==> config.mk <==
export PLATFORM = sky130hd
export DESIGN_NAME = trace_timetag_ctl
export DESIGN_NICKNAME = d
export VERILOG_FILES = /design/src/hdl/trace_ctl_pkg.sv /design/src/hdl/trace_timetag_ctl.sv
export SDC_FILE = /design/constraint.sdc
export NUM_CORES = 1
export LEC_CHECK = 0
export BUFFER_PORTS_ARGS = -buffer_cell sky130_fd_sc_hd__buf_2
export CAP_MARGIN = 30
export CELL_PAD_IN_SITES_DETAIL_PLACEMENT = 1
export CELL_PAD_IN_SITES_GLOBAL_PLACEMENT = 2
export CORE_MARGIN = 2
export CORE_UTILIZATION = 38
export DETAILED_ROUTE_END_ITERATION = 6
export GPL_TIMING_DRIVEN = 0
export HOLD_SLACK_MARGIN = 0.05
export PLACE_DENSITY = 0.84
export SLEW_MARGIN = 10
export SYNTH_ARGS = -nofsm -noshare
export SYNTH_HDL_FRONTEND = slang
export SYNTH_SLANG_ARGS = --single-unit
==> constraint.sdc <==
create_clock -name ref_clk_in -period 32.1 [get_ports ref_clk_in]
set_clock_uncertainty 0.05 [all_clocks]
set_input_delay 3.21 -clock ref_clk_in [delete_from_list [all_inputs] [get_ports ref_clk_in]]
set_output_delay 3.21 -clock ref_clk_in [all_outputs]
set_load 0.01 [all_outputs]
==> src/hdl/trace_ctl_pkg.sv <==
// Operation
// tag clock selectable among eight sources
// default tag source is 16 MHz
// programmable rate 50 Hz to 50 kHz, reported
// bus clock source counts bus cycles
// external clock driven onto pod clip
// every stored frame carries the tag
// mux stores clips or high tag bits
// mux defaults to clip data
// arm then execution start begins capture
// capture ends at count or execution stop
// disarm ends capture, execution continues
// stop ends capture and execution
// trigger frame index is recorded
// wrap between frames is detectable
// terminal count limits stored cycles
// tag counter wraps to zero, keeps counting
package trace_ctl_pkg;
    // ------------------------------------------------------------
    // tag clock sources
    // ------------------------------------------------------------
    typedef enum logic [2:0] {
        SRC_16M, SRC_8M, SRC_4M, SRC_2M, SRC_1M, SRC_EXT, SRC_PROG, SRC_BUS
    } tag_src_e;
    // ------------------------------------------------------------
    // analyzer modes
    // ------------------------------------------------------------
    typedef enum logic [1:0] {
        MODE_CONT, MODE_COUNTED, MODE_SEQ
    } cap_mode_e;
    localparam int TAG_LO_W = 16;
    localparam int TAG_W = 24;
    localparam int CLIP_W = 8;
    localparam int CNT_W = 16;
    localparam int ADDR_W = 12;
    localparam int BUS_W = 24;
    // fixed oscillators as divisors of a 16 MHz base tick
    localparam logic [4:0] DIV_16M = 5'h01;
    localparam logic [4:0] DIV_8M = 5'h02;
    localparam logic [4:0] DIV_4M = 5'h04;
    localparam logic [4:0] DIV_2M = 5'h08;
    localparam logic [4:0] DIV_1M = 5'h10;
    // programmable rate limits in hertz
    localparam int PROG_MIN_HZ = 50;
    localparam int PROG_MAX_HZ = 50000;
    localparam logic [1:0] MUX_CLIPS = 2'h0;
    localparam logic MUX_SEL_CLIPS = 1'h0;
endpackage

==> src/hdl/trace_timetag_ctl.sv <==
`timescale 1ns/1ns
`default_nettype none
module trace_timetag_ctl
#(
    parameter int BASE_HZ = 16000000, // rate of base_tick_in
    parameter int PROG_ACC_W = 24
) (
    input wire logic ref_clk_in,
    input wire logic rstn_in,
    input wire logic base_tick_in, // 16 MHz tick, same domain
    input wire logic ext_tag_clock_clip_in, // pin, asynchronous
    input wire logic bus_cycle_end_in, // one pulse per bus cycle
    input wire logic [trace_ctl_pkg::BUS_W-1:0] bus_data_in,
    input wire logic [trace_ctl_pkg::CLIP_W-1:0] clip_in, // pod clips, asynchronous
    input wire logic exec_running_in,
    input wire logic event_match_in,
    input wire logic trigger_in, // sequencer trigger pulse
    input wire logic setup_in, // setup pulse loads the settings
    input wire trace_ctl_pkg::tag_src_e tag_src_in,
    input wire logic [15:0] prog_hz_in,
    input wire logic clip_or_tag_mux_cmd_in, // 1 stores high tag bits
    input wire trace_ctl_pkg::cap_mode_e mode_in,
    input wire logic events_only_in,
    input wire logic [trace_ctl_pkg::CNT_W-1:0] term_count_in,
    input wire logic arm_cmd_in,
    input wire logic disarm_cmd_in,
    input wire logic stop_cmd_in,
    output logic armed_out,
    output logic capturing_out,
    output logic halt_exec_out,
    output logic frame_valid_out,
    output logic [trace_ctl_pkg::BUS_W-1:0] frame_bus_out,
    output logic [trace_ctl_pkg::TAG_LO_W-1:0] frame_tag_out,
    output logic [trace_ctl_pkg::CLIP_W-1:0] frame_ext_out,
    output logic [trace_ctl_pkg::ADDR_W-1:0] frame_addr_out,
    output logic [trace_ctl_pkg::ADDR_W-1:0] trig_addr_out,
    output logic trig_valid_out,
    output logic [15:0] prog_actual_hz_out,
    output logic tag_wide_out
);
    import trace_ctl_pkg::*;

    // refuse an accumulator too narrow for 50 Hz steps or too wide for the 64-bit arithmetic
    if (PROG_ACC_W < 19 || PROG_ACC_W > 40 || BASE_HZ < PROG_MAX_HZ) begin : g_param_check
        $error("unsupported parameters");
    end

    // ------------------------------------------------------------
    // input synchronisers
    // ------------------------------------------------------------
    logic [2:0] ext_sync_q; // three stage for the clip clock
    logic [2:0] ext_sync_d;
    logic ext_lvl_q, ext_lvl_d; // level that stages two and three last agreed on
    logic [CLIP_W-1:0] clip_s1_q, clip_s2_q, clip_s3_q;
    logic [CLIP_W-1:0] clip_flt_q, clip_flt_d; // clip levels once stages two and three agree
    logic ext_rise;

    // stage one feeds only stage two; a level moves only when two and three agree,
    // so a pin caught mid-change cannot count twice
    always_comb begin
        ext_sync_d = {ext_sync_q[1:0], ext_tag_clock_clip_in};
        ext_lvl_d = (ext_sync_q[1] == ext_sync_q[2]) ? ext_sync_q[2] : ext_lvl_q;
        clip_flt_d = (clip_s2_q & clip_s3_q) | (clip_flt_q & (clip_s2_q | clip_s3_q));
    end
    always_ff @(posedge ref_clk_in) begin
        if (!rstn_in) begin
            ext_sync_q <= 3'h0;
            ext_lvl_q <= 1'b0;
            clip_s1_q <= '0;
            clip_s2_q <= '0;
            clip_s3_q <= '0;
            clip_flt_q <= '0;
        end else begin
            ext_sync_q <= ext_sync_d;
            ext_lvl_q <= ext_lvl_d;
            clip_s1_q <= clip_in;
            clip_s2_q <= clip_s1_q;
            clip_s3_q <= clip_s2_q;
            clip_flt_q <= clip_flt_d;
        end
    end
    // a rise counts once the agreed level turns high
    assign ext_rise = ext_lvl_d & ~ext_lvl_q;

    // ------------------------------------------------------------
    // settings latched at setup
    // ------------------------------------------------------------
    tag_src_e src_q, src_d;
    logic mux_q, mux_d;
    logic [PROG_ACC_W-1:0] prog_inc_q, prog_inc_d;
    logic [15:0] prog_hz_clamped;

    // out of range requests clamp to the nearest legal rate
    always_comb begin
        if (prog_hz_in < 16'(PROG_MIN_HZ)) begin
            prog_hz_clamped = 16'(PROG_MIN_HZ);
        end else if (prog_hz_in > 16'(PROG_MAX_HZ)) begin
            prog_hz_clamped = 16'(PROG_MAX_HZ);
        end else begin
            prog_hz_clamped = prog_hz_in;
        end
    end

    // load on setup, default to 16 MHz and clip data
    always_comb begin
        src_d = src_q;
        mux_d = mux_q;
        prog_inc_d = prog_inc_q;
        if (setup_in) begin
            src_d = tag_src_in;
            mux_d = clip_or_tag_mux_cmd_in;
            // nearest achievable rate
            prog_inc_d = PROG_ACC_W'(((64'(prog_hz_clamped) << PROG_ACC_W) + 64'(BASE_HZ / 2)) / 64'(BASE_HZ));
        end
    end
    always_ff @(posedge ref_clk_in) begin
        if (!rstn_in) begin
            // default source
            src_q <= SRC_16M;
            // default clips
            mux_q <= MUX_SEL_CLIPS;
            prog_inc_q <= '0;
        end else begin
            src_q <= src_d;
            mux_q <= mux_d;
            prog_inc_q <= prog_inc_d;
        end
    end
    // reported actual rate from the increment
    assign prog_actual_hz_out = 16'((64'(prog_inc_q) * 64'(BASE_HZ) + (64'h1 << (PROG_ACC_W - 1))) >> PROG_ACC_W);
    assign tag_wide_out = mux_q;

    // ------------------------------------------------------------
    // tag tick source and counter
    // ------------------------------------------------------------
    logic [4:0] div_q, div_d;
    logic [PROG_ACC_W:0] acc_q, acc_d;
    logic [TAG_W-1:0] tag_q, tag_d;
    logic [4:0] div_sel;
    logic tag_tick;

    always_comb begin
        unique case (src_q)
            SRC_8M: div_sel = DIV_8M;
            SRC_4M: div_sel = DIV_4M;
            SRC_2M: div_sel = DIV_2M;
            SRC_1M: div_sel = DIV_1M;
            default: div_sel = DIV_16M;
        endcase
    end

    // divider, phase accumulator and the counter itself
    always_comb begin
        div_d = div_q;
        acc_d = {1'b0, acc_q[PROG_ACC_W-1:0]};
        tag_tick = 1'b0;
        if (base_tick_in) begin
            acc_d = {1'b0, acc_q[PROG_ACC_W-1:0]} + {1'b0, prog_inc_q};
            if (div_q + 5'h01 >= div_sel) begin
                div_d = 5'h00;
            end else begin
                div_d = div_q + 5'h01;
            end
        end
        // source selection
        unique case (src_q)
            SRC_EXT: tag_tick = ext_rise;
            SRC_PROG: tag_tick = acc_q[PROG_ACC_W];
            // counts bus cycles
            SRC_BUS: tag_tick = bus_cycle_end_in;
            default: tag_tick = base_tick_in && (div_q + 5'h01 >= div_sel);
        endcase
        // natural wrap to zero
        tag_d = tag_tick ? tag_q + TAG_W'(1) : tag_q;
    end
    always_ff @(posedge ref_clk_in) begin
        if (!rstn_in) begin
            div_q <= 5'h00;
            acc_q <= '0;
            tag_q <= '0;
        end else begin
            div_q <= div_d;
            acc_q <= acc_d;
            tag_q <= tag_d;
        end
    end

    // ------------------------------------------------------------
    // capture state machine
    // ------------------------------------------------------------
    typedef enum logic [1:0] {ST_IDLE, ST_ARMED, ST_RUN} cap_state_e;
    cap_state_e st_q, st_d;
    logic [CNT_W-1:0] cnt_q, cnt_d;
    logic [ADDR_W-1:0] wr_q, wr_d, trig_q, trig_d;
    logic trig_seen_q, trig_seen_d;
    logic halt_q, halt_d;
    logic store;

    always_comb begin
        st_d = st_q;
        cnt_d = cnt_q;
        wr_d = wr_q;
        trig_d = trig_q;
        trig_seen_d = trig_seen_q;
        halt_d = 1'b0;
        store = 1'b0;
        unique case (st_q)
            ST_IDLE: begin
                // arm command
                if (arm_cmd_in) begin
                    st_d = ST_ARMED;
                    cnt_d = '0;
                    wr_d = '0;
                    trig_seen_d = 1'b0;
                end
            end
            ST_ARMED: begin
                // start with execution
                if (exec_running_in) begin
                    st_d = ST_RUN;
                end
            end
            ST_RUN: begin
                store = bus_cycle_end_in && (!events_only_in || event_match_in || mode_in == MODE_SEQ);
                // note trigger frame
                if (mode_in == MODE_SEQ && trigger_in && !trig_seen_q) begin
                    trig_seen_d = 1'b1;
                    trig_d = wr_q;
                end
                if (store) begin
                    wr_d = wr_q + ADDR_W'(1);
                    // count only post-trigger in sequence
                    if (mode_in == MODE_COUNTED || (mode_in == MODE_SEQ && trig_seen_q)) begin
                        cnt_d = cnt_q + CNT_W'(1);
                    end
                end
                // end on count or execution stop
                if (!exec_running_in || (mode_in != MODE_CONT && cnt_d >= term_count_in
                        && (mode_in == MODE_COUNTED || trig_seen_q))) begin
                    st_d = ST_IDLE;
                end
            end
            default: st_d = ST_IDLE;
        endcase
        // disarm leaves execution alone
        if (disarm_cmd_in) begin
            st_d = ST_IDLE;
        end
        // stop halts both
        if (stop_cmd_in) begin
            st_d = ST_IDLE;
            halt_d = 1'b1;
        end
    end
    always_ff @(posedge ref_clk_in) begin
        if (!rstn_in) begin
            st_q <= ST_IDLE;
            cnt_q <= '0;
            wr_q <= '0;
            trig_q <= '0;
            trig_seen_q <= 1'b0;
            halt_q <= 1'b0;
        end else begin
            st_q <= st_d;
            cnt_q <= cnt_d;
            wr_q <= wr_d;
            trig_q <= trig_d;
            trig_seen_q <= trig_seen_d;
            halt_q <= halt_d;
        end
    end
    assign armed_out = (st_q != ST_IDLE);
    assign capturing_out = (st_q == ST_RUN);
    assign halt_exec_out = halt_q;
    assign trig_addr_out = trig_q;
    assign trig_valid_out = trig_seen_q;

    // ------------------------------------------------------------
    // frame register
    // ------------------------------------------------------------
    logic fv_q;
    logic [BUS_W-1:0] fb_q;
    logic [TAG_LO_W-1:0] ft_q;
    logic [CLIP_W-1:0] fe_q;
    logic [ADDR_W-1:0] fa_q;

    always_ff @(posedge ref_clk_in) begin
        if (!rstn_in) begin
            fv_q <= 1'b0;
            fb_q <= '0;
            ft_q <= '0;
            fe_q <= '0;
            fa_q <= '0;
        end else begin
            fv_q <= store;
            if (store) begin
                fb_q <= bus_data_in;
                // tag in every frame
                ft_q <= tag_q[TAG_LO_W-1:0];
                // clips or high tag bits; 24 bits widen wrap detection
                fe_q <= mux_q ? tag_q[TAG_W-1:TAG_LO_W] : clip_flt_q;
                fa_q <= wr_q;
            end
        end
    end
    assign frame_valid_out = fv_q;
    assign frame_bus_out = fb_q;
    assign frame_tag_out = ft_q;
    assign frame_ext_out = fe_q;
    assign frame_addr_out = fa_q;
endmodule
`default_nettype wire

# Word level (Yosys, flattened, before mapping)

Cells that the tools add are included.

Bits in writable memories: 0
Memories: 0
Logic and storage cells: 111
Register bits: 223
Latch bits: 0
Memory bits (read-only): 0
Input bits: 83
Output and inout bits: 94

Order comparisons: 4
Bitwise operators: 7
Multiplexer cells: 24
Equality and inequality tests: 17
Shift-type cells: 0
Multipliers: 1
Reduce and logical (&&, ||, !) cells: 26
Add/subtract/negate cells: 7
Divide/modulo/power cells: 1

Operators with widths:

| operator                 | count |
|---|---|
| $mux W16                 | 6 |
| $div A64 B24 Y64 const B | 1 |
| $add A40 B23 Y41 const B | 1 |
| $add A40 B24 Y40 const B | 1 |
| $pmux W16 S2             | 1 |
| $mul A24 B14 Y30 const B | 1 |
| $add A24 B24 Y25         | 1 |
| $add A24 B1 Y24 const B  | 1 |
| $mux W12                 | 2 |
| $pmux W12 S2             | 1 |
| $pmux W5 S4              | 1 |
| $add A16 B1 Y16 const B  | 1 |
| $and A8 B8 Y8            | 2 |
| $ge A16 B16 Y1           | 1 |
| $gt A16 B16 Y1 const B   | 1 |
| $lt A16 B6 Y1 const B    | 1 |
| $or A8 B8 Y8             | 2 |
| $add A12 B1 Y12 const B  | 1 |
| $eq A3 B3 Y1 const B     | 4 |
| $reduce_and A3 Y1        | 3 |
| $mux W8                  | 1 |
| $logic_and A1 B1 Y1      | 7 |
| $eq A3 B2 Y1 const B     | 2 |
| $mux W2                  | 3 |
| other kinds (21)         | 41 |

# Depth between registers and ports, before layout

Depth in word-level cells: 12
Gate-level depth with buffers: 107
Mapped depth without buffers: 96

# Least setup slack after synthesis

Ideal clock, no wire load.

Path type: input-to-reg
From: input port prog_hz_in[12]
To: register prog_inc_q[0]
Slack: 7.368 ns
Data required time: 31.922 ns
Data arrival time: 24.554 ns
Library setup time: 0.128 ns
Stages on the path: 105
Buffers on the path: 12
Cell sequence: buf_2 > nor4_4 > buf_2 > nor2_1 > a21oi_1 > and2_1 > nand2_1 > ha_1 > o31ai_1 > and2b_1 > a31oi_2 > xnor2_1 > ha_1 > and2_1 > o2111ai_2 > o2111ai_4 > nand2_1 > mux2_2 > [69 not listed] > o41ai_1 > or4_1 > nand4b_1 > or2_1 > buf_2 > a21oi_4 > inv_2 > buf_6 > buf_2 > ha_1 > or2_2 > and2_1 > o2bb2ai_2 > a211oi_2 > nor3_1 > a221oi_1 > o221a_1 > a31oi_1

Cells in the longest elaborated chain, start to end: 5
Elaborated cells between the ends (all ways): 6
Classes of those cells: add/sub (1); div (1); order compare (2); mux (2)

Ends and longest elaborated chain:

| what                 | RTL line                 | source |
|---|---|---|
| from (decl)          | trace_timetag_ctl.sv:20  | `input wire logic [15:0] prog_hz_in,` |
| $gt A16 B16 Y1       | trace_timetag_ctl.sv:97  | `end else if (prog_hz_in > 16'(PROG_MAX_HZ)) begin` |
| $mux W16             | trace_timetag_ctl.sv:97  |  |
| $mux W16 (*)         | trace_timetag_ctl.sv:95  | `if (prog_hz_in < 16'(PROG_MIN_HZ)) begin` |
| $add A40 B23 Y41 (*) | trace_timetag_ctl.sv:113 | `prog_inc_d = PROG_ACC_W'(((64'(prog_hz_clamped) << PROG_ACC_W) + 64'(BASE_HZ / 2)) / 64'(BASE_HZ));` |
| $div A64 B24 Y64 (*) | trace_timetag_ctl.sv:113 |  |
| to (signal assigned) | trace_timetag_ctl.sv:126 | `prog_inc_q <= prog_inc_d;` |
| to (decl)            | trace_timetag_ctl.sv:90  | `logic [PROG_ACC_W-1:0] prog_inc_q, prog_inc_d;` |

Every way passes the cells marked *; elsewhere a longest branch is shown, timed or not.
A chain may end at the register's enable or synchronous reset.

# Worst setup path after layout

From: input port prog_hz_in[15]
To: register prog_inc_q[0]

Same word-level chain as after synthesis.

==> results.py <==
metrics = {
    "critical_path": {
        "max_stage_delay_ps": 600,
        "crit_slowest_cell": "or4b_1",
        "reg2reg_to": "acc_q[21]$_SDFFE_PN0P_",
        "cp.arrival_ps": 30590,
        "rr_startpoint": "prog_inc_q[1]$_SDFFE_PN0P_",
        "required_ps": 32460,
        "cp_common_cell": "ha_1",
        "r2r_cells": 22,
        "path_max_fanout": 13,
        "critPathCaptureType": "flip-flop",
        "r2r_slack_ps": 27240,
        "crit_path_start_kind": "input port",
        "critPathKind": "in2reg",
    },
    "floorplan": {
        "initial_utilization_pct": 38.3,
        "coreArea_sq_um": 66900,
        "ios": 177,
        "die_w_microns": 264,
        "row_count": 95,
        "die_height_microns": 264,
        "die-area_sq_um": 69500,
    },
    "min_path": {
        "min_from": "clip_s1_q[4]$_SDFF_PN0_",
        "min_path_cells": 1,
        "hp-class": "reg2reg",
        "hold_path_end": "clip_s2_q[4]$_SDFF_PN0_",
    },
    "placement": {
        "place.detailed.hpwl_mm": 70.2,
        "port_buffers": 167,
        "gp_congestion": 0.885,
        "pre_cts_slack_ps": 278,
        "placed_cell_area_sq_um": 27500,
    },
    "grt": {
        "antenna_found_initial": 2,
        "grt_overflow": 0,
        "grtUsageTotal_pct": 24.3,
        "grt_pass1_wl_mm": 142,
        "grt_busiest_layer": "met2",
        "use_met2_pct": 42.7,
        "met1_usage_pct": 31.9,
        "grt_pass1_vias": 26500,
        "met3_usage_pct": 1.81,
        "grt_max_degree": 14,
    },
    "clock_tree": {
        "clock_path_buffers": 3,
        "clock_sinks": 216,
        "clkLatencyLatePin_ps": 530,
        "htree_levels": 1,
        "clk_pin_slew_ps": 60,
        "cts_tree": "yes",
        "ctsHoldBuffers": 0,
        "cts_buffers": 23,
        "clockRootBuffer": "clkbuf_16",
    },
    "sta": {
        "finalSetupTns_ps": 0,
        "drv_slew": 0,
        "fin_crit_ps": 30230,
        "fmax_mhz": 33.1,
        "finalSetupViolations": 0,
        "tightest_slew_ps": 1030,
        "setup_ws_ps": 1870,
        "maxSlewHeadroom_pct": 30.9,
        "fin_crit_sh_pct": 94.2,
        "rsz0062_at_grt": "no",
        "hold_viol_final": 0,
    },
    "drt": {
        "drtIter0Drc": 1230,
        "drtAntennaViolNets": 0,
        "via_per_inst": 5.91,
        "routed_wl_mm": 86.8,
        "route.detailed.wl_per_inst_microns": 20.2,
        "drcViolationCount": 0,
        "first_pass_iters": 6,
        "vias": 25500,
    },
    "yosys": {
        "ys.flop_type": "dfxtp_1",
        "synth-seq-cells": 216,
        "synth_nets": 3538,
        "avgSynthCellArea_sq_um": 7.94,
        "synth_cell_types": 141,
        "ys_warn_count": 0,
        "synth-edff-count": 0,
        "synthArstFlopShare_pct": 0,
        "syn_area_sq_um": 25600,
        "synth_seq_area_share_pct": 16.9,
        "synthCells": 3226,
    },
    "final_layout": {
        "fin_nets": 3735,
        "final_area_sq_um": 28400,
        "area_growth_pct": 11.1,
        "final_common_cell": "nand2_1",
        "antenna_cells": 0,
        "mostFrequentLayoutCells": "nand2_1, dfxtp_1, nor2_1",
        "drive_gt1_share_pct": 13.0,
    },
    "job": {
        "drv_cap": 0,
    },
    "outcome": {
        "outcome": "complete, no violations",
    },
}
cell usage after synthesis (20+ instances only):
| cell type | count | share of area [%] |
|---|---|---|
| fa_1 | 60 | 4.7 |
| nor2b_1 | 87 | 2.1 |
| clkbuf_1 | 79 | 1.2 |
| o31ai_1 | 26 | 0.76 |
| mux2i_1 | 85 | 3.3 |
| nand4_1 | 33 | 0.81 |
| and3_1 | 56 | 1.4 |
| nor2_1 | 215 | 3.2 |
| inv_1 | 137 | 2.0 |
| nand2_1 | 312 | 4.6 |
| a21boi_0 | 82 | 2.4 |
| a21o_1 | 31 | 0.91 |
| nand2b_1 | 40 | 0.98 |
| o211ai_1 | 35 | 1.0 |
| o21ai_1 | 21 | 0.41 |
| and2_1 | 89 | 2.2 |
| o21a_1 | 38 | 1.1 |
| nor4_1 | 23 | 0.56 |
| or3_1 | 32 | 0.78 |
| nor3_1 | 85 | 1.7 |
| a211oi_1 | 44 | 1.3 |
| buf_2 | 33 | 0.64 |
| o21ai_0 | 126 | 2.5 |
| o211a_1 | 20 | 0.78 |
| xor2_1 | 78 | 2.7 |
| a22oi_1 | 26 | 0.76 |
| dfxtp_1 | 216 | 17 |
| ha_1 | 169 | 8.3 |
| nand3_1 | 111 | 2.2 |
| or2_2 | 30 | 0.73 |
| a21oi_1 | 154 | 3.0 |
| a31oi_1 | 38 | 0.93 |
| xnor2_1 | 155 | 5.3 |
what timing repair did:
action                                  4_1_cts  5_1_grt
endpoints found under the setup margin        0        2
setup buffers                                 0        3
resized for setup                             0       19
sequential cells by signal (all words and copies together) (netlist names), 2 cells and up:
name / count
prog_inc_q: 17
clip_s1_q: 8
cnt_q: 16
frame_tag_out: 16
clip_s2_q: 8
clip_flt_q: 8
frame_addr_out: 12
frame_ext_out: 8
src_q: 3
acc_q: 25
clip_s3_q: 8
trig_addr_out: 12
wr_q: 12
frame_bus_out: 24
tag_q: 24
div_q: 5
ext_sync_q: 3
st_q: 2
critical path, delay by kind of cell:
kind	cells	cell delay, ps
adder cells (fa/ha/maj)	10	3010
buffers and inverters	17	3760
AO/OA/AOI/OAI	42	12460
XOR/XNOR	3	960
AND/OR/NAND/NOR	28	6490
multiplexers	2	630
area by class of cell:
cell class | instances | area, sq um
clock inverter | 7 | 133
tap | 873 | 1090
timing repair buffer | 172 | 875
fill | 8223 | 38500
buffer | 139 | 664
sequential | 216 | 4320
inverter | 149 | 561
clock buffer | 31 | 656
multi-input combinational | 2722 | 20100
per-layer routing:
metal,share of wire (%),vias to the layer above
li1,-,12300
met1,47,12600
met2,48,481
met3,3.0,122
met4,2.6,0
met5,0,-
logic make-up (layout without fill, tap and decap cells):
family | Yosys count | count (layout) | synth area share [%]
compound gates | 933 | 933 | 27.8
xor+xnor | 239 | 239 | 8.39
fa+ha+maj | 231 | 231 | 13.0
buf+inv | 288 | 498 | 4.77
flops | 216 | 216 | 16.9
mux | 103 | 103 | 4.14
simple gates | 1216 | 1216 | 25.0
through the flow:
step                      util, %  instances  hold WS, ps
after detailed placement     41.2       4267          380
final                        42.5       4309          391
after global placement       41.1       4266          369
after CTS                    42.3       4305          395
after global routing         42.5       4309          409
after floorplan                 -       3226          362
how the worst max path moves through the flow:
stage / start / endpoint / slack, ps / cells past startpoint
floorplan: prog_hz_in[12] / prog_inc_q[0]$_SDFFE_PN0P_ / 7370 / 105
global placement: prog_hz_in[15] / prog_inc_q[0]$_SDFFE_PN0P_ / 800 / 101
detailed placement: prog_hz_in[15] / prog_inc_q[0]$_SDFFE_PN0P_ / 280 / 101
CTS: prog_hz_in[9] / prog_inc_q[0]$_SDFFE_PN0P_ / 710 / 101
global route: prog_hz_in[6] / prog_inc_q[0]$_SDFFE_PN0P_ / 80 / 101
finish: prog_hz_in[15] / prog_inc_q[0]$_SDFFE_PN0P_ / 1870 / 102
Power is left out: the tool's default activity adds up to more than one toggle a clock period on the data nets, which glitch-free logic cannot reach.
